`src/sft_pkg.sv`:
```
// Purpose: Shared constants, command codes and decode table for the serial flash opcode/timing block
// Assumes: Core clock of 125 MHz; single-line opcode and address shifting on the data input
// Notes: Embedded operation times are given in their printed units and turned into clock counts here
package sft_pkg;

  localparam int CLK_MHZ = 125;

  // Opcodes
  localparam logic [7:0] OP_NV_WRITE = 8'h01;
  localparam logic [7:0] OP_PAGE_PROGRAM = 8'h02;
  localparam logic [7:0] OP_NORMAL_READ = 8'h03;
  localparam logic [7:0] OP_FAST_READ = 8'h0b;
  localparam logic [7:0] OP_FAST_READ_A32 = 8'h0c;
  localparam logic [7:0] OP_DDR_FAST_READ = 8'h0d;
  localparam logic [7:0] OP_DDR_FAST_READ_A32 = 8'h0e;
  localparam logic [7:0] OP_PAGE_PROGRAM_A32 = 8'h12;
  localparam logic [7:0] OP_NORMAL_READ_A32 = 8'h13;
  localparam logic [7:0] OP_QUAD_PROGRAM = 8'h32;
  localparam logic [7:0] OP_QUAD_PROGRAM_A32 = 8'h34;
  localparam logic [7:0] OP_QUAD_PROGRAM_ALT = 8'h38;
  localparam logic [7:0] OP_DUAL_OUT_READ = 8'h3b;
  localparam logic [7:0] OP_OTP_PROGRAM = 8'h42;
  localparam logic [7:0] OP_ERASE_SUSPEND = 8'h75;
  localparam logic [7:0] OP_ERASE_RESUME = 8'h7a;
  localparam logic [7:0] OP_PROGRAM_SUSPEND = 8'h85;
  localparam logic [7:0] OP_PROGRAM_RESUME = 8'h8a;
  localparam logic [7:0] OP_SECTOR_ERASE = 8'hd8;
  localparam logic [7:0] OP_SECTOR_ERASE_A32 = 8'hdc;

  // Highest allowed serial clock per command, MHz
  localparam logic [7:0] MHZ_STD = 8'h85;
  localparam logic [7:0] MHZ_NORMAL_READ = 8'h32;
  localparam logic [7:0] MHZ_DDR_QUAD = 8'h50;
  localparam logic [7:0] MHZ_DUAL_READ = 8'h68;

  // Embedded operation times
  localparam int PAGE_BYTES = 512;
  localparam int PAGE_PROGRAM_TYP_US = 340;
  localparam int PAGE_PROGRAM_MAX_IND_US = 750;
  localparam int PAGE_PROGRAM_MAX_PLUS_US = 1300;
  localparam int SECTOR_ERASE_TYP_MS = 520;
  localparam int SECTOR_ERASE_MAX_MS = 2600;
  localparam int PROGRAM_SUSPEND_LATENCY_US = 40;
  localparam int ERASE_SUSPEND_LATENCY_US = 45;

  localparam int PAGE_PROGRAM_CYCLES = PAGE_PROGRAM_TYP_US * CLK_MHZ;
  localparam int SECTOR_ERASE_CYCLES = SECTOR_ERASE_TYP_MS * 1000 * CLK_MHZ;
  localparam int PROGRAM_SUSPEND_CYCLES = PROGRAM_SUSPEND_LATENCY_US * CLK_MHZ;
  localparam int ERASE_SUSPEND_CYCLES = ERASE_SUSPEND_LATENCY_US * CLK_MHZ;

  localparam logic [2:0] ADDR_BYTES_SHORT = 3'h3;
  localparam logic [2:0] ADDR_BYTES_LONG = 3'h4;

  typedef enum logic [3:0] {
    SFT_CMD_NONE,
    SFT_CMD_PAGE_PROGRAM,
    SFT_CMD_NORMAL_READ,
    SFT_CMD_FAST_READ,
    SFT_CMD_DDR_FAST_READ,
    SFT_CMD_QUAD_PROGRAM,
    SFT_CMD_DUAL_OUT_READ,
    SFT_CMD_SECTOR_ERASE,
    SFT_CMD_PROGRAM_SUSPEND,
    SFT_CMD_PROGRAM_RESUME,
    SFT_CMD_ERASE_SUSPEND,
    SFT_CMD_ERASE_RESUME,
    SFT_CMD_NV_WRITE,
    SFT_CMD_OTP_PROGRAM
  } sft_cmd_t;

  typedef struct packed {
    sft_cmd_t cmd;
    logic has_addr;
    logic addr32;
    logic [7:0] max_mhz;
  } sft_dec_t;

  function automatic sft_dec_t sft_decode(input logic [7:0] op);
    sft_dec_t d;
    d = '{cmd: SFT_CMD_NONE, has_addr: 1'b0, addr32: 1'b0, max_mhz: MHZ_STD};
    case (op)
      OP_PAGE_PROGRAM: d = '{SFT_CMD_PAGE_PROGRAM, 1'b1, 1'b0, MHZ_STD};
      OP_PAGE_PROGRAM_A32: d = '{SFT_CMD_PAGE_PROGRAM, 1'b1, 1'b1, MHZ_STD};
      OP_NORMAL_READ: d = '{SFT_CMD_NORMAL_READ, 1'b1, 1'b0, MHZ_NORMAL_READ};
      OP_NORMAL_READ_A32: d = '{SFT_CMD_NORMAL_READ, 1'b1, 1'b1, MHZ_NORMAL_READ};
      OP_FAST_READ: d = '{SFT_CMD_FAST_READ, 1'b1, 1'b0, MHZ_STD};
      OP_FAST_READ_A32: d = '{SFT_CMD_FAST_READ, 1'b1, 1'b1, MHZ_STD};
      OP_DDR_FAST_READ: d = '{SFT_CMD_DDR_FAST_READ, 1'b1, 1'b0, MHZ_DDR_QUAD};
      OP_DDR_FAST_READ_A32: d = '{SFT_CMD_DDR_FAST_READ, 1'b1, 1'b1, MHZ_DDR_QUAD};
      OP_QUAD_PROGRAM: d = '{SFT_CMD_QUAD_PROGRAM, 1'b1, 1'b0, MHZ_DDR_QUAD};
      OP_QUAD_PROGRAM_ALT: d = '{SFT_CMD_QUAD_PROGRAM, 1'b1, 1'b0, MHZ_DDR_QUAD};
      OP_QUAD_PROGRAM_A32: d = '{SFT_CMD_QUAD_PROGRAM, 1'b1, 1'b1, MHZ_DDR_QUAD};
      OP_DUAL_OUT_READ: d = '{SFT_CMD_DUAL_OUT_READ, 1'b1, 1'b0, MHZ_DUAL_READ};
      OP_SECTOR_ERASE: d = '{SFT_CMD_SECTOR_ERASE, 1'b1, 1'b0, MHZ_STD};
      OP_SECTOR_ERASE_A32: d = '{SFT_CMD_SECTOR_ERASE, 1'b1, 1'b1, MHZ_STD};
      OP_PROGRAM_SUSPEND: d.cmd = SFT_CMD_PROGRAM_SUSPEND;
      OP_PROGRAM_RESUME: d.cmd = SFT_CMD_PROGRAM_RESUME;
      OP_ERASE_SUSPEND: d.cmd = SFT_CMD_ERASE_SUSPEND;
      OP_ERASE_RESUME: d.cmd = SFT_CMD_ERASE_RESUME;
      OP_NV_WRITE: d.cmd = SFT_CMD_NV_WRITE;
      OP_OTP_PROGRAM: d.cmd = SFT_CMD_OTP_PROGRAM;
      default: d.cmd = SFT_CMD_NONE;
    endcase
    return d;
  endfunction : sft_decode

endpackage : sft_pkg

```
`src/sft_timer_if.sv`:
```
// Purpose: Carrier between the command logic and the embedded operation timer
// Assumes: Both ends on the core clock
// Notes: start is a one-cycle pulse; done is a one-cycle pulse
`timescale 1ns/1ps
`default_nettype none
interface sft_timer_if #(parameter int W = 32);
  logic start;
  logic [W-1:0] dur;
  logic pause;
  logic busy;
  logic done;
  modport owner (output start, output dur, output pause, input busy, input done);
  modport timer (input start, input dur, input pause, output busy, output done);
endinterface : sft_timer_if
`default_nettype wire

```
`src/sft_flash_cmd.sv`:
```
// Purpose: Device-side opcode decoder and embedded operation sequencer of a multi-I/O serial flash
// Assumes: Serial clock, select and data are sampled by the 125 MHz core clock
// Notes: Opcode and address shift in on rising serial clock edges; commands act when select rises
`timescale 1ns/1ps
`default_nettype none

module sft_flash_cmd #(
  parameter int PAGE_PROGRAM_CYCLES = sft_pkg::PAGE_PROGRAM_CYCLES,
  parameter int SECTOR_ERASE_CYCLES = sft_pkg::SECTOR_ERASE_CYCLES,
  parameter int PROGRAM_SUSPEND_CYCLES = sft_pkg::PROGRAM_SUSPEND_CYCLES,
  parameter int ERASE_SUSPEND_CYCLES = sft_pkg::ERASE_SUSPEND_CYCLES
) (
  // Clock and reset
  input wire logic clk,
  input wire logic reset_n,
  // Serial pins
  input wire logic sck,
  input wire logic cs_n,
  input wire logic si,
  // Address length setting, same clock domain
  input wire logic addr32_mode,
  // Decoded command report
  output logic cmd_valid,
  output logic [3:0] cmd_code,
  output logic [7:0] cmd_opcode,
  output logic [31:0] cmd_addr,
  output logic [2:0] cmd_addr_bytes,
  output logic [7:0] cmd_max_mhz,
  // Embedded operation status
  output logic write_in_progress_flag,
  output logic op_suspended,
  output logic op_done,
  output logic nv_pe_cycle
);

  typedef enum logic [1:0] {ST_IDLE, ST_OPCODE, ST_ADDR, ST_TAIL} sft_st_t;
  typedef enum logic [1:0] {OP_IDLE, OP_RUN, OP_SUSPENDING, OP_SUSPENDED} sft_op_t;

  typedef struct packed {
    logic [1:0] sck_sync;
    logic [1:0] cs_sync;
    logic [1:0] si_sync;
    logic sck_prev;
    sft_st_t st;
    logic [5:0] bits;
    logic [7:0] opcode;
    logic [31:0] addr;
    logic [2:0] nbytes;
    sft_op_t op;
    logic op_erase;
    logic [15:0] lat;
    logic tstart;
    logic [31:0] tdur;
    logic cmd_valid;
    logic [3:0] cmd_code;
    logic [7:0] cmd_opcode;
    logic [31:0] cmd_addr;
    logic [2:0] cmd_addr_bytes;
    logic [7:0] cmd_max_mhz;
    logic op_done;
    logic nv_pe_cycle;
  } sft_state_t;

  sft_state_t s;
  sft_state_t next_s;
  sft_pkg::sft_dec_t dec;
  sft_pkg::sft_dec_t cur;
  logic sck_rise;
  logic sel;

  sft_timer_if #(.W(32)) tif ();

  sft_op_timer #(.W(32)) u_timer (
    .clk(clk),
    .reset_n(reset_n),
    .t(tif)
  );

  // Only the second stage of each synchroniser is looked at
  assign sck_rise = s.sck_sync[1] & ~s.sck_prev;
  assign sel = ~s.cs_sync[1];
  assign dec = sft_pkg::sft_decode({s.opcode[6:0], s.si_sync[1]});
  assign cur = sft_pkg::sft_decode(s.opcode);

  always_comb begin
    next_s = s;
    next_s.sck_sync = {s.sck_sync[0], sck};
    next_s.cs_sync = {s.cs_sync[0], cs_n};
    next_s.si_sync = {s.si_sync[0], si};
    next_s.sck_prev = s.sck_sync[1];
    next_s.tstart = 1'b0;
    next_s.cmd_valid = 1'b0;
    next_s.op_done = 1'b0;
    next_s.nv_pe_cycle = 1'b0;

    // Command framing
    case (s.st)
      ST_IDLE: begin
        if (sel) begin
          next_s.st = ST_OPCODE;
          next_s.bits = 6'h00;
          next_s.addr = 32'h0000_0000;
        end
      end
      ST_OPCODE, ST_ADDR, ST_TAIL: begin
        if (!sel) begin
          next_s.st = ST_IDLE;
        end else if (sck_rise && s.st == ST_OPCODE) begin
          next_s.opcode = {s.opcode[6:0], s.si_sync[1]};
          next_s.bits = s.bits + 6'h01;
          if (s.bits == 6'h07) begin
            next_s.bits = 6'h00;
            next_s.nbytes = (dec.addr32 || addr32_mode) ? sft_pkg::ADDR_BYTES_LONG
                                                         : sft_pkg::ADDR_BYTES_SHORT;
            next_s.st = dec.has_addr ? ST_ADDR : ST_TAIL;
          end
        end else if (sck_rise && s.st == ST_ADDR) begin
          next_s.addr = {s.addr[30:0], s.si_sync[1]};
          next_s.bits = s.bits + 6'h01;
          if (s.bits == ((s.nbytes == sft_pkg::ADDR_BYTES_LONG) ? 6'h1f : 6'h17)) begin
            next_s.st = ST_TAIL;
          end
        end
      end
      default: next_s.st = ST_IDLE;
    endcase

    // A command acts only if select rises after its opcode and full address
    if (!sel && s.st == ST_TAIL) begin
      next_s.cmd_valid = 1'b1;
      next_s.cmd_code = cur.cmd;
      next_s.cmd_opcode = s.opcode;
      next_s.cmd_addr = s.addr;
      next_s.cmd_addr_bytes = cur.has_addr ? s.nbytes : 3'h0;
      next_s.cmd_max_mhz = cur.max_mhz;
      case (cur.cmd)
        sft_pkg::SFT_CMD_PAGE_PROGRAM, sft_pkg::SFT_CMD_QUAD_PROGRAM: begin
          if (s.op == OP_IDLE) begin
            next_s.op = OP_RUN;
            next_s.op_erase = 1'b0;
            next_s.tstart = 1'b1;
            next_s.tdur = 32'(PAGE_PROGRAM_CYCLES);
          end
        end
        sft_pkg::SFT_CMD_SECTOR_ERASE: begin
          if (s.op == OP_IDLE) begin
            next_s.op = OP_RUN;
            next_s.op_erase = 1'b1;
            next_s.tstart = 1'b1;
            next_s.tdur = 32'(SECTOR_ERASE_CYCLES);
          end
        end
        sft_pkg::SFT_CMD_PROGRAM_SUSPEND: begin
          if (s.op == OP_RUN && !s.op_erase) begin
            next_s.op = OP_SUSPENDING;
            next_s.lat = 16'(PROGRAM_SUSPEND_CYCLES);
          end
        end
        sft_pkg::SFT_CMD_ERASE_SUSPEND: begin
          if (s.op == OP_RUN && s.op_erase) begin
            next_s.op = OP_SUSPENDING;
            next_s.lat = 16'(ERASE_SUSPEND_CYCLES);
          end
        end
        sft_pkg::SFT_CMD_PROGRAM_RESUME: begin
          if (s.op == OP_SUSPENDED && !s.op_erase) begin
            next_s.op = OP_RUN;
          end
        end
        sft_pkg::SFT_CMD_ERASE_RESUME: begin
          if (s.op == OP_SUSPENDED && s.op_erase) begin
            next_s.op = OP_RUN;
          end
        end
        // OTP bits sit in their own array and are not counted
        sft_pkg::SFT_CMD_NV_WRITE: next_s.nv_pe_cycle = 1'b1;
        default: next_s.nv_pe_cycle = 1'b0;
      endcase
    end

    // Embedded operation; the timer is frozen outside OP_RUN
    case (s.op)
      OP_RUN: begin
        if (tif.done) begin
          next_s.op = OP_IDLE;
          next_s.op_done = 1'b1;
        end
      end
      OP_SUSPENDING: begin
        if (tif.done) begin
          // The timer ran out as the suspend arrived: finish rather than lose the pulse
          next_s.op = OP_IDLE;
          next_s.op_done = 1'b1;
        end else if (s.lat <= 16'h0001) begin
          next_s.op = OP_SUSPENDED;
        end else begin
          next_s.lat = s.lat - 16'h0001;
        end
      end
      OP_IDLE, OP_SUSPENDED: next_s.lat = 16'h0000;
      default: next_s.op = OP_IDLE;
    endcase
  end

  always_ff @(posedge clk or negedge reset_n) begin
    if (!reset_n) begin
      s <= '0;
      s.sck_sync <= 2'h0;
      s.cs_sync <= 2'h3;
    end else begin
      s <= next_s;
    end
  end

  assign tif.start = s.tstart;
  assign tif.dur = s.tdur;
  assign tif.pause = (s.op != OP_RUN);

  assign cmd_valid = s.cmd_valid;
  assign cmd_code = s.cmd_code;
  assign cmd_opcode = s.cmd_opcode;
  assign cmd_addr = s.cmd_addr;
  assign cmd_addr_bytes = s.cmd_addr_bytes;
  assign cmd_max_mhz = s.cmd_max_mhz;
  // Busy while running and while a suspend is still settling
  assign write_in_progress_flag = (s.op == OP_RUN) || (s.op == OP_SUSPENDING);
  assign op_suspended = (s.op == OP_SUSPENDED);
  assign op_done = s.op_done;
  assign nv_pe_cycle = s.nv_pe_cycle;

endmodule : sft_flash_cmd
`default_nettype wire

```
`src/sft_op_timer.sv`:
```
// Purpose: Pausable down-counter that times one embedded program or erase
// Assumes: dur is at least one
// Notes: Pausing freezes the remaining time so a resumed operation finishes its full duration
`timescale 1ns/1ps
`default_nettype none
module sft_op_timer #(
  parameter int W = 32
) (
  // Clock and reset
  input wire logic clk,
  input wire logic reset_n,
  // Timer port
  sft_timer_if.timer t
);

  typedef struct packed {
    logic [W-1:0] cnt;
    logic busy;
    logic done;
  } sft_tstate_t;

  sft_tstate_t s;
  sft_tstate_t next_s;

  always_comb begin
    next_s = s;
    next_s.done = 1'b0;
    if (t.start) begin
      next_s.cnt = t.dur;
      next_s.busy = 1'b1;
    end else if (s.busy && !t.pause) begin
      if (s.cnt <= W'(1)) begin
        next_s.busy = 1'b0;
        next_s.done = 1'b1;
      end else begin
        next_s.cnt = s.cnt - W'(1);
      end
    end
  end

  always_ff @(posedge clk or negedge reset_n) begin
    if (!reset_n) begin
      s <= '0;
    end else begin
      s <= next_s;
    end
  end

  assign t.busy = s.busy;
  assign t.done = s.done;

endmodule : sft_op_timer
`default_nettype wire

```
`config.mk`:
```
export PLATFORM = sky130hd
export DESIGN_NAME = sft_flash_cmd
export DESIGN_NICKNAME = d
export VERILOG_FILES = /design/src/sft_pkg.sv /design/src/sft_timer_if.sv /design/src/sft_flash_cmd.sv /design/src/sft_op_timer.sv
export SDC_FILE = /design/constraint.sdc
export NUM_CORES = 1
export LEC_CHECK = 0
export BUFFER_PORTS_ARGS = -buffer_cell sky130_fd_sc_hd__buf_4
export CAP_MARGIN = 20
export CORE_MARGIN = 2
export CORE_UTILIZATION = 50
export CTS_BUF_LIST = sky130_fd_sc_hd__clkbuf_8
export CTS_CLUSTER_DIAMETER = 100
export DETAILED_ROUTE_END_ITERATION = 6
export PLACE_DENSITY = 0.68
export SETUP_SLACK_MARGIN = 0.4
export SYNTH_ARGS = -nofsm -noshare
export SYNTH_HDL_FRONTEND = slang
export SYNTH_SLANG_ARGS = --single-unit
```
`constraint.sdc`:
```
create_clock -name clk -period 3.45 [get_ports clk]
set_input_delay 0.8625 -clock clk [delete_from_list [all_inputs] [get_ports clk]]
set_output_delay 0.8625 -clock clk [all_outputs]
set_load 0.03 [all_outputs]
```
==> qor.log, run 1 <==
[status] result of the run complete, no violations
[placement] detailed placement HPWL 11900 um
[floorplanning] placeable core region 16600 um^2
[detailed_routing] DRC violations left 0
[sta] time the final worst path needs with I/O delays and setup 2.98 ns
[clock_network] H-tree levels 4
[synth] count of state elements after synthesis 168
[floorplanning] die boundary width 135 um
[placement] last weighted congestion value of the routability-driven placer 0.865
[power] leakage power total 0.00438 uW
[floorplanning] # IOs 66
[synth] gate count of the mapped netlist 978
[sta] Max Clk Rate 0.336 GHz
[synth] fraction of the mapped netlist area in simple logic gates 25.7%
[floorplanning] die extent in y 135 um
[sta] transition time at the pin with the least slew margin 0.656 ns
[critical_path] highest fanout seen on the critical path 13
[placement] cell area after placement 8810 um^2
[synth] number of flops mapped to enable cells by yosys 0
[synth] cell area after technology mapping 8530 um^2
[clock_network] number of buffers added by the clock tree synthesis step 17
[synth] average cell area after synthesis 8.73 um^2
[detailed_routing] Top Layer Used met4
[synth] dominant register cell in the synthesized netlist sky130_fd_sc_hd__dfrtp_1
[final_layout] area occupied by registers 4210 um^2
[floorplanning] row count 47
[synth] post-synthesis share of cell area spent on xor and xnor gates 2.46%
[detailed_routing] amount of wire on met3 after detailed routing 779 um
[critical_path] required time at the worst-slack endpoint 3.82 ns
[final_layout] layout filler cell count 1553
[detailed_routing] vias per cell 5.50
[synth] Synthesis Warnings 0
[final_layout] layout cell share with drive strength beyond 1 15.6%
[final_layout] relative area change from synthesis to final layout 8.72%
[clock_network] post-CTS setup buffer count 0
[synth] number of different library cells in the post-synthesis netlist 65
[final_layout] combined area of the multi-input logic cells 3700 um^2
[hold_path] Worst Hold Class reg2reg
[detailed_routing] starting DRC count in detailed routing 584
[detailed_routing] first-pass iteration count of the detailed router 5
[clock_network] clock tree buffer depth 2
[global_routing] global-route wire length before repair 30600 um
[run] Max-Cap Viols 0
[sta] unrepaired setup endpoints after global routing true
[detailed_routing] overall via count from detail_route 6610
[critical_path] CP Data Arrival Time 3.35 ns
[sta] pins over their slew limit 0
[synth] largest family of logic cells by synthesized area simple AND/OR/NAND/NOR gates
[detailed_routing] routed wire length per instance 15.1 um
[synth] share of synthesized flip-flops with an asynchronous set or reset 100%
[detailed_routing] Post-DRT Antenna Nets 0
[clock_network] register clock-pin slew on the reported worst setup and hold paths 0.10 ns
[sta] setup slack after layout 0.475 ns
[synth] portion of netlist area occupied by mux cells 1.30%
[sta] clk_skew 0.0100 ns
[final_layout] Post-Layout Inst Area 9280 um^2
[power] Max IR drop VDD 0.000270 V
[synth] post-synthesis sequential area ratio 49.3%
[clock_network] clock sinks 168
[power] Power per Cell Area 424 nW/um^2
[power] overall power after layout 3940 uW
[critical_path] type of element launching the critical path flip-flop
[clock_network] Post-CTS Hold Fix Bufs 0
[global_routing] pin count of the biggest net entering global routing 70
[detailed_routing] routed metal-1 wire length 8810 um
[synth] Synth Area in Adders 1.47%
[critical_path] class of the most critical setup path reg2reg
[global_routing] global-route usage over all layers 20.9%
[clock_network] clock tree root buffer cell sky130_fd_sc_hd__clkbuf_8
[detailed_routing] overall routed net length 18200 um
[floorplanning] effective utilization at floorplan 51.3%
[detailed_routing] met2 WL 8300 um
[global_routing] grt ovf 0
[synth] complex-gate fraction of the synthesized area 11.7%
[placement] worst setup timing slack at the placement stage 0.327 ns
[sta] period utilization 86.2%
[floorplanning] die footprint 18100 um^2
[final_layout] total number of nets in the final design 984
[placement] count of input and output buffers 65
[final_layout] Final Util 55.8%
[global_routing] via count of the first global-routing pass 6078
[sta] final setup fails 0
[sta] Worst slew margin 56.3%
[synth] Syn Nets 994
[final_layout] antenna cell count 0
[clock_network] clk_lat worst skew 0.46 ns
[clock_network] CTS tree done
[critical_path] critical path endpoint category flip-flop
[sta] Total Negative Setup Slacks 0 ns
[sta] final hold violation count 0
[global_routing] number of antenna violations at the first check in global routing 0
## path summary, 6_finish.rpt
path                                             end  slack [ns]  depth (start not counted)                      from
setup / recovery           u_timer.s[27]$_DFFE_PN0P_        0.47                          7  u_timer.s[9]$_DFFE_PN0P_
hold / removal                      s[165]$_DFF_PN1_        0.36                          0     next_s[165]$_DFF_PN1_
setup reg to reg           u_timer.s[27]$_DFFE_PN0P_        0.47                          7  u_timer.s[9]$_DFFE_PN0P_
hold reg to reg                     s[165]$_DFF_PN1_        0.36                          0     next_s[165]$_DFF_PN1_
max in group asynchronous  u_timer.s[21]$_DFFE_PN0P_        2.31                          2                   reset_n
min in group asynchronous           s[105]$_DFF_PN0_        0.39                          1                   reset_n
## cell families after synthesis
logic type,Yosys count
XOR/XNOR,24
buffers and inverters,124
AO/OA/AOI/OAI,170
adder cells (fa/ha/maj),10
flip-flops,168
multiplexers,10
AND/OR/NAND/NOR,472
## layout make-up
type / count / share of cell area (%)
Multi-Input combinational cell: 687 / 39.8
Clock inverter: 15 / 1.97
Tap cell: 220 / 2.97
Inverter: 15 / 0.607
Sequential cell: 168 / 45.4
Clock buffer: 17 / 2.52
Timing Repair Buffer: 79 / 6.70
## synthesized netlist by cell type, types with 11 or more instances
cell	number	area [um^2]
sky130_fd_sc_hd__o21ai_0	83	415
sky130_fd_sc_hd__nand2b_1	11	68.8
sky130_fd_sc_hd__inv_1	15	56.3
sky130_fd_sc_hd__nand2_1	243	912
sky130_fd_sc_hd__xnor2_1	16	140
sky130_fd_sc_hd__nor3_1	33	165
sky130_fd_sc_hd__buf_4	55	413
sky130_fd_sc_hd__nand3_1	16	80.1
sky130_fd_sc_hd__nor2_1	77	289
sky130_fd_sc_hd__a31oi_1	22	138
sky130_fd_sc_hd__nor4_1	13	81.3
sky130_fd_sc_hd__dfrtp_1	166	4150
sky130_fd_sc_hd__a21oi_1	27	135
sky130_fd_sc_hd__clkbuf_1	45	169
## power by group
part / switching [uW] / leakage [uW] / internal [uW]
Combinational: 219 / 0.00186 / 138
Sequential: 93.5 / 0.00231 / 2000
Clock: 809 / 0.000212 / 675
Total: 1120 / 0.00438 / 2820
## flip-flops by register name, indices dropped and copies added, names as in the netlist, 2 cells and up
name            count
s                  72
cmd_addr           32
u_timer.s          32
cmd_opcode          8
cmd_max_mhz         6
cmd_code            4
next_s              4
cmd_addr_bytes      2
tif.dur             2
## per-stage QoR
step           hold slack [ns]  std cells
6_report                 0.363       1201
5_1_grt                  0.371       1201
4_1_cts                  0.364       1200
3_5_place_dp             0.347       1168
3_3_place_gp             0.347       1168
2_1_floorplan            0.331        978
## placed cells by master, fill, tap and decap left out, types with 10 or more instances in the layout
master	Yosys	routed
sky130_fd_sc_hd__ha_1	10	10
sky130_fd_sc_hd__nand3_1	16	15
sky130_fd_sc_hd__inv_1	15	15
sky130_fd_sc_hd__clkbuf_8	0	17
sky130_fd_sc_hd__nor2_1	77	75
sky130_fd_sc_hd__nor3_1	33	33
sky130_fd_sc_hd__dfrtp_1	166	162
sky130_fd_sc_hd__nand2b_1	11	11
sky130_fd_sc_hd__xnor2_1	16	16
sky130_fd_sc_hd__buf_4	55	76
sky130_fd_sc_hd__nor4_1	13	13
sky130_fd_sc_hd__o21ai_0	83	83
sky130_fd_sc_hd__or2_2	10	10
sky130_fd_sc_hd__a21oi_1	27	27
sky130_fd_sc_hd__nand2_1	243	243
sky130_fd_sc_hd__a31oi_1	22	22
## routing by layer
metal  vias to the layer above  GRT usage, %
met4                         0          6.37
met3                        20          4.58
met2                       147          32.2
li1                       3261             -
met5                         -             0
met1                      3182          29.8
## worst max-delay path, cell delays in order (launching register included)
cell	delay, ns
sky130_fd_sc_hd__dfrtp_1	0.42
sky130_fd_sc_hd__or4_4	0.53
sky130_fd_sc_hd__or4b_1	0.59
sky130_fd_sc_hd__or4_4	0.46
sky130_fd_sc_hd__nor2b_4	0.20
sky130_fd_sc_hd__nor2_2	0.42
sky130_fd_sc_hd__o21ai_0	0.17
sky130_fd_sc_hd__o21ai_0	0.10
## repair_timing
item,4_1_cts,5_1_grt
pin swaps,0,1
resized for setup,3,10
setup endpoints to repair,1,21
cloned,0,1
No activity file was read; power rests on OpenSTA's default activity.
==> run 2, diff against run 1 <==
--- a/config.mk
+++ b/config.mk
@@ -12,7 +12,8 @@
 export CTS_BUF_LIST = sky130_fd_sc_hd__clkbuf_8
 export CTS_CLUSTER_DIAMETER = 100
 export DETAILED_ROUTE_END_ITERATION = 6
-export PLACE_DENSITY = 0.68
+export MAX_ROUTING_LAYER = met4
+export PLACE_DENSITY = 0.71
 export SETUP_SLACK_MARGIN = 0.4
 export SYNTH_ARGS = -nofsm -noshare
 export SYNTH_HDL_FRONTEND = slang
==> constraint.sdc (replaced) <==
create_clock -name clk -period 2.5 [get_ports clk]
set_input_delay 0.625 -clock clk [delete_from_list [all_inputs] [get_ports clk]]
set_output_delay 0.625 -clock clk [all_outputs]
set_load 0.03 [all_outputs]
==> qor.log, run 2 (synthesis gave the netlist of run 1 again) <==
[status] result of the run finished, violations left
[status] violated checks negative setup slack
[sta] clk_skew 0.0168 ns
[global_routing] met1 Use GR 31.8%
[sta] final setup fails 28
[clock_network] clock tree buffer depth 2
[global_routing] global-route usage over all layers 23.7%
[power] power share of the combinational group 16.6%
[detailed_routing] first-pass iteration count of the detailed router 5
[critical_path] largest stage delay on the critical path 0.53 ns
[power] Power Internal 3990 uW
[floorplanning] effective utilization at floorplan 51.3%
[detailed_routing] starting DRC count in detailed routing 485
[sta] worst hold slack 0.106 ns
[clock_network] clock tree root buffer cell sky130_fd_sc_hd__clkbuf_8
[critical_path] highest fanout seen on the critical path 18
[placement] detailed placement HPWL 12900 um
[final_layout] most common cell after layout, fill and taps aside sky130_fd_sc_hd__nand2_1
[floorplanning] placeable core region 16600 um^2
[critical_path] worst reg-to-reg setup slack -0.13 ns
[final_layout] register containing the most flip-flops in the final layout s
[clock_network] CTS tree done
[floorplanning] die boundary width 135 um
[clock_network] clk_lat worst skew 0.47 ns
[critical_path] WP depth 8
[final_layout] max reg flops 72
[critical_path] CP bufs+invs 1
[power] overall power after layout 5660 uW
[critical_path] Max stage delay cell, worst path sky130_fd_sc_hd__or4_4
[critical_path] class of the most critical setup path reg2reg
[final_layout] antenna cell count 0
[global_routing] met2 layer usage reported by global route 36.7%
[clock_network] H-tree levels 4
[sta] Worst slew margin 58.1%
[detailed_routing] overall routed net length 20700 um
[critical_path] critical register-to-register path startpoint u_timer.s[10]$_DFFE_PN0P_
[final_layout] layout cell share with drive strength beyond 1 30.7%
[sta] transition time at the pin with the least slew margin 0.628 ns
[critical_path] critical path endpoint category flip-flop
[sta] period utilization 105%
[critical_path] capturing element of the worst setup path u_timer.s[24]$_DFFE_PN0P_
[floorplanning] die footprint 18100 um^2
[global_routing] via count of the first global-routing pass 6729
[power] Power per Cell Area 530 nW/um^2
[detailed_routing] overall via count from detail_route 7184
[sta] setup slack after layout -0.134 ns
[power] reported net switching power 1670 uW
[final_layout] Final Util 64.1%
[global_routing] number of antenna violations at the first check in global routing 0
[run] Max-Cap Viols 0
[critical_path] type of element launching the critical path flip-flop
[final_layout] relative area change from synthesis to final layout 25.0%
[floorplanning] row count 47
[global_routing] met3 Track Usage GR 4.62%
[sta] unrepaired setup endpoints after global routing true
[floorplanning] die extent in y 135 um
[sta] time the final worst path needs with I/O delays and setup 2.63 ns
[power] portion of total power attributed to the clock network 32.9%
[sta] pins over their slew limit 0
[power] sequential group share of total power 50.5%
[detailed_routing] routed wire length per instance 15.9 um
[final_layout] layout filler cell count 1343
[clock_network] clock sinks 168
[critical_path] family of cells with the greatest summed delay on the critical path simple AND/OR/NAND/NOR gates
[placement] last weighted congestion value of the routability-driven placer 0.851
[critical_path] FF-to-FF path depth 8
[global_routing] grt ovf 0
[critical_path] capturing point of the worst reg2reg path u_timer.s[24]$_DFFE_PN0P_
[global_routing] global-route layer with the greatest usage met2
[clock_network] register clock-pin slew on the reported worst setup and hold paths 0.10 ns
[critical_path] CP cell instances or4_4 -> or4b_4 -> or4_4 -> nor2b_4 -> nor2_4 -> buf_12 -> o21ai_0 -> o21ai_0
[floorplanning] # IOs 66
[detailed_routing] DRC violations left 0
[power] leakage power total 0.00501 uW
[detailed_routing] Post-DRT Antenna Nets 0
[sta] Max Clk Rate 0.380 GHz
[placement] count of input and output buffers 65
[detailed_routing] vias per cell 5.51
[clock_network] number of buffers added by the clock tree synthesis step 17
[sta] final hold violation count 0
[critical_path] CP Data Arrival Time 3.02 ns
[final_layout] leading cell types in the layout, fill and taps excluded 239 x sky130_fd_sc_hd__nand2_1, 159 x sky130_fd_sc_hd__dfrtp_1, 156 x sky130_fd_sc_hd__buf_4
[power] Net Sw Frac 29.5%
[critical_path] required time at the worst-slack endpoint 2.89 ns
[critical_path] Crit. Startpoint u_timer.s[10]$_DFFE_PN0P_
[sta] Total Negative Setup Slacks -2.45 ns
[power] Max IR drop VDD 0.000332 V
[hold_path] Worst Hold Class in2async
[final_layout] total number of nets in the final design 1086
[global_routing] global-route wire length before repair 33600 um
[global_routing] pin count of the biggest net entering global routing 65
-- run 2: cell count changes in the layout (fill, tap and decap cells not counted), sizes merged --
cell and delta:
buf +103, bufinv -2, clkbuf +2, clkinv +2
inv -2, nor2 -1
-- run 2: power by group through the flow --
stage,sequential (uW),clock [uW],combinational (uW)
detailed placement,2910,0,671
finish,2860,1860,942
global route,2860,2030,1010
floorplan,2840,0,477
global placement,2900,0,659
CTS,2850,1890,817
-- run 2: layout make-up --
type                    count  area, um^2  area share [%]
clock buffers              19         262            2.45
well taps                 220         275            2.58
clock inverters            13         113            1.06
inverters                  15        56.3           0.528
flip-flops and latches    168        4220            39.5
multi-input cells         686        4230            39.7
repair buffers            182        1520            14.2
-- run 2: per-layer routing --
layer	vias to the layer above	wire, um
met2	202	9970
li1	3462	-
met4	0	386
met1	3491	9360
met3	29	978
met5	-	0
-- run 2: stage by stage --
step	cells	cell area [um^2]	setup WS [ns]
floorplan	978	8750	-0.198
global placement	1228	9430	-0.0665
finish	1303	10700	-0.134
detailed placement	1228	9430	-0.115
CTS	1286	10300	-0.124
global route	1303	10700	-0.232
-- run 2: worst min-delay path by stage --
stage	start	end	slack [ns]	cells past startpoint
2_1_floorplan	reset_n	cmd_addr[0]$_DFFE_PN0P_	0.33	0
3_3_place_gp	next_s[167]$_DFF_PN0_	next_s[161]$_DFF_PN0_	0.33	0
3_5_place_dp	next_s[167]$_DFF_PN0_	next_s[161]$_DFF_PN0_	0.34	0
4_1_cts	reset_n	s[105]$_DFF_PN0_	0.12	1
5_1_grt	reset_n	s[106]$_DFF_PN0_	0.14	1
6_report	reset_n	s[105]$_DFF_PN0_	0.11	1
-- run 2: repair_timing --
action / in CTS / in global routing
gates resized for setup: 69 / 56
hold buffers: 0 / 0
buffers inserted: 26 / 17
pin swaps: 37 / 24
endpoints found under the setup margin: 61 / 63
-- run 2: worst reg2reg max path, delay by kind of cell, from the launching register on --
family / cells / cell delay [ns]
AOI/OAI and AO/OA: 2 / 0.15
and+or+nand+nor: 5 / 1.83
buffers and inverters: 1 / 0.16
DFF: 1 / 0.39
==> run 3, diff against run 2 <==
--- a/config.mk
+++ b/config.mk
@@ -7,13 +7,13 @@
 export LEC_CHECK = 0
 export BUFFER_PORTS_ARGS = -buffer_cell sky130_fd_sc_hd__buf_4
 export CAP_MARGIN = 20
-export CORE_MARGIN = 2
-export CORE_UTILIZATION = 50
+export CORE_MARGIN = 8
+export CORE_UTILIZATION = 55
 export CTS_BUF_LIST = sky130_fd_sc_hd__clkbuf_8
 export CTS_CLUSTER_DIAMETER = 100
 export DETAILED_ROUTE_END_ITERATION = 6
 export MAX_ROUTING_LAYER = met4
-export PLACE_DENSITY = 0.71
+export PLACE_DENSITY = 0.77
 export SETUP_SLACK_MARGIN = 0.4
 export SYNTH_ARGS = -nofsm -noshare
 export SYNTH_HDL_FRONTEND = slang
==> qor.log, run 3 (synthesis gave the netlist of run 1 again) <==
[status] result of the run finished, violations left
[status] violated checks negative setup slack
[global_routing] met1 Use GR 28.5%
[placement] detailed placement HPWL 13200 um
[critical_path] capturing element of the worst setup path u_timer.s[15]$_DFFE_PN0P_
[detailed_routing] overall routed net length 22300 um
[critical_path] Max stage delay cell, worst path sky130_fd_sc_hd__or4_4
[final_layout] area occupied by registers 4220 um^2
[critical_path] critical register-to-register path startpoint u_timer.s[9]$_DFFE_PN0P_
[clock_network] Post-CTS Hold Fix Bufs 0
[final_layout] relative area change from synthesis to final layout 27.9%
[detailed_routing] first-pass iteration count of the detailed router 5
[power] leakage power total 0.00509 uW
[sta] Total Negative Setup Slacks -4.10 ns
[final_layout] register containing the most flip-flops in the final layout s
[sta] period utilization 108%
[clock_network] number of buffers added by the clock tree synthesis step 17
[critical_path] most used cell, CP sky130_fd_sc_hd__or4_4
[placement] last weighted congestion value of the routability-driven placer 0.872
[critical_path] CP Data Arrival Time 3.08 ns
[final_layout] total number of nets in the final design 1095
[clock_network] H-tree levels 4
[floorplanning] placeable core region 15200 um^2
[final_layout] final std cells w/o fill 1280
[clock_network] clock tree buffer depth 2
[global_routing] global-route usage over all layers 22.5%
[run] Max-Cap Viols 0
[final_layout] max reg flops 72
[floorplanning] row count 45
[sta] final hold violation count 0
[critical_path] capturing point of the worst reg2reg path u_timer.s[15]$_DFFE_PN0P_
[critical_path] FF-to-FF path depth 9
[sta] clk_skew 0.0148 ns
[power] Max IR drop VDD 0.000435 V
[clock_network] CTS tree done
[sta] setup slack after layout -0.208 ns
[detailed_routing] Post-DRT Antenna Nets 0
[clock_network] clock sinks 168
[detailed_routing] DRC violations left 0
[global_routing] global-route layer with the greatest usage met2
[global_routing] via count of the first global-routing pass 7177
[detailed_routing] routed wire length per instance 17.4 um
[sta] Max Clk Rate 0.369 GHz
[detailed_routing] vias per cell 5.81
[global_routing] met2 layer usage reported by global route 35.3%
[sta] pins over their slew limit 0
[final_layout] most common cell after layout, fill and taps aside sky130_fd_sc_hd__nand2_1
[global_routing] number of antenna violations at the first check in global routing 0
[final_layout] combined area of the multi-input logic cells 4350 um^2
[placement] count of input and output buffers 65
[detailed_routing] overall via count from detail_route 7432
[sta] Worst slew margin 47.4%
[global_routing] grt ovf 0
[global_routing] met3 Track Usage GR 4.45%
[floorplanning] # IOs 66
[global_routing] pin count of the biggest net entering global routing 71
[final_layout] leading cell types in the layout, fill and taps excluded 237 x sky130_fd_sc_hd__nand2_1, 158 x sky130_fd_sc_hd__dfrtp_1, 152 x sky130_fd_sc_hd__buf_4
[power] Power per Cell Area 525 nW/um^2
[critical_path] CP cell instances or4_4 -> or4b_4 -> or4_4 -> nor2b_4 -> nor2_4 -> buf_6 -> buf_4 -> o21ai_2 -> o311ai_2
[critical_path] type of element launching the critical path flip-flop
[global_routing] global-route wire length before repair 35500 um
[clock_network] clk_lat worst skew 0.48 ns
[critical_path] highest fanout seen on the critical path 5
[floorplanning] die footprint 19800 um^2
[floorplanning] effective utilization at floorplan 56.1%
[critical_path] WP depth 9
[placement] worst setup timing slack at the placement stage -0.191 ns
[critical_path] family of cells with the greatest summed delay on the critical path simple AND/OR/NAND/NOR gates
[floorplanning] die extent in y 141 um
[sta] unrepaired setup endpoints after global routing true
[detailed_routing] starting DRC count in detailed routing 618
[hold_path] Worst Hold Class in2async
[critical_path] required time at the worst-slack endpoint 2.87 ns
[final_layout] layout filler cell count 1028
[critical_path] critical path endpoint category flip-flop
[final_layout] antenna cell count 0
[sta] transition time at the pin with the least slew margin 0.782 ns
[power] overall power after layout 5730 uW
[floorplanning] die boundary width 141 um
[final_layout] layout cell share with drive strength beyond 1 33.9%
[sta] time the final worst path needs with I/O delays and setup 2.71 ns
[critical_path] largest stage delay on the critical path 0.53 ns
[placement] placed cell count 1194
[critical_path] class of the most critical setup path reg2reg
[critical_path] CP bufs+invs 2
[critical_path] worst reg-to-reg setup slack -0.21 ns
[sta] final setup fails 34
[clock_network] clock tree root buffer cell sky130_fd_sc_hd__clkbuf_8
[critical_path] Crit. Startpoint u_timer.s[9]$_DFFE_PN0P_
[clock_network] register clock-pin slew on the reported worst setup and hold paths 0.10 ns
[run 3: changes by cell type in the layout (fill, tap and decap cells not counted), sizes merged]
cell / before / now
clkbuf: 19 / 20
clkinv: 5 / 4
clkinvlp: 1 / 2
inv: 22 / 23
buf: 182 / 189
[run 3: final cells by class]
class	instances	share of cell area, %
clock buffer	18	2.27
clock inverter	14	1.39
sequential	168	38.6
inverter	15	0.516
tap	188	2.16
multi-input combinational	686	39.9
timing repair buffer	191	15.2
[run 3: through the flow]
| step | instance area (um^2) | util [%] | hold WS [ns] |
|---|---|---|---|
| floorplan | 8750 | - | 0.329 |
| global placement | 9360 | 61.6 | 0.335 |
| detailed placement | 9360 | 61.6 | 0.335 |
| CTS | 10500 | 68.8 | 0.111 |
| global route | 10900 | 71.8 | 0.120 |
| finish | 10900 | 71.8 | 0.0939 |
[run 3: what timing repair did]
action                                 CTS  global route
buffers inserted                        35            14
cloned                                   3             2
pin swaps                               31            45
endpoints found under the hold margin    0             0
setup endpoints to repair               61            63
gates resized for setup                107            78
[run 3: worst min path at each step]
| stage | start | to |
|---|---|---|
| 6_report | reset_n | s[104]$_DFF_PN0_ |
| 5_1_grt | reset_n | s[104]$_DFF_PN0_ |
| 4_1_cts | reset_n | s[104]$_DFF_PN0_ |
| 3_5_place_dp | next_s[163]$_DFF_PN0_ | s[163]$_DFF_PN0_ |
| 3_3_place_gp | next_s[163]$_DFF_PN0_ | s[163]$_DFF_PN0_ |
| 2_1_floorplan | reset_n | cmd_addr[0]$_DFFE_PN0P_ |
[run 3: metal layers]
layer / up-vias / share of wire, %
met3: 54 / 5.0
met2: 274 / 49
met4: 0 / 2.8
li1: 3478 / -
met1: 3626 / 44
met5: - / 0
[run 3: report_power, final]
group	switching, uW	internal [uW]
registers	89.0	2770
clock network	1170	777
logic	493	429
total	1750	3970
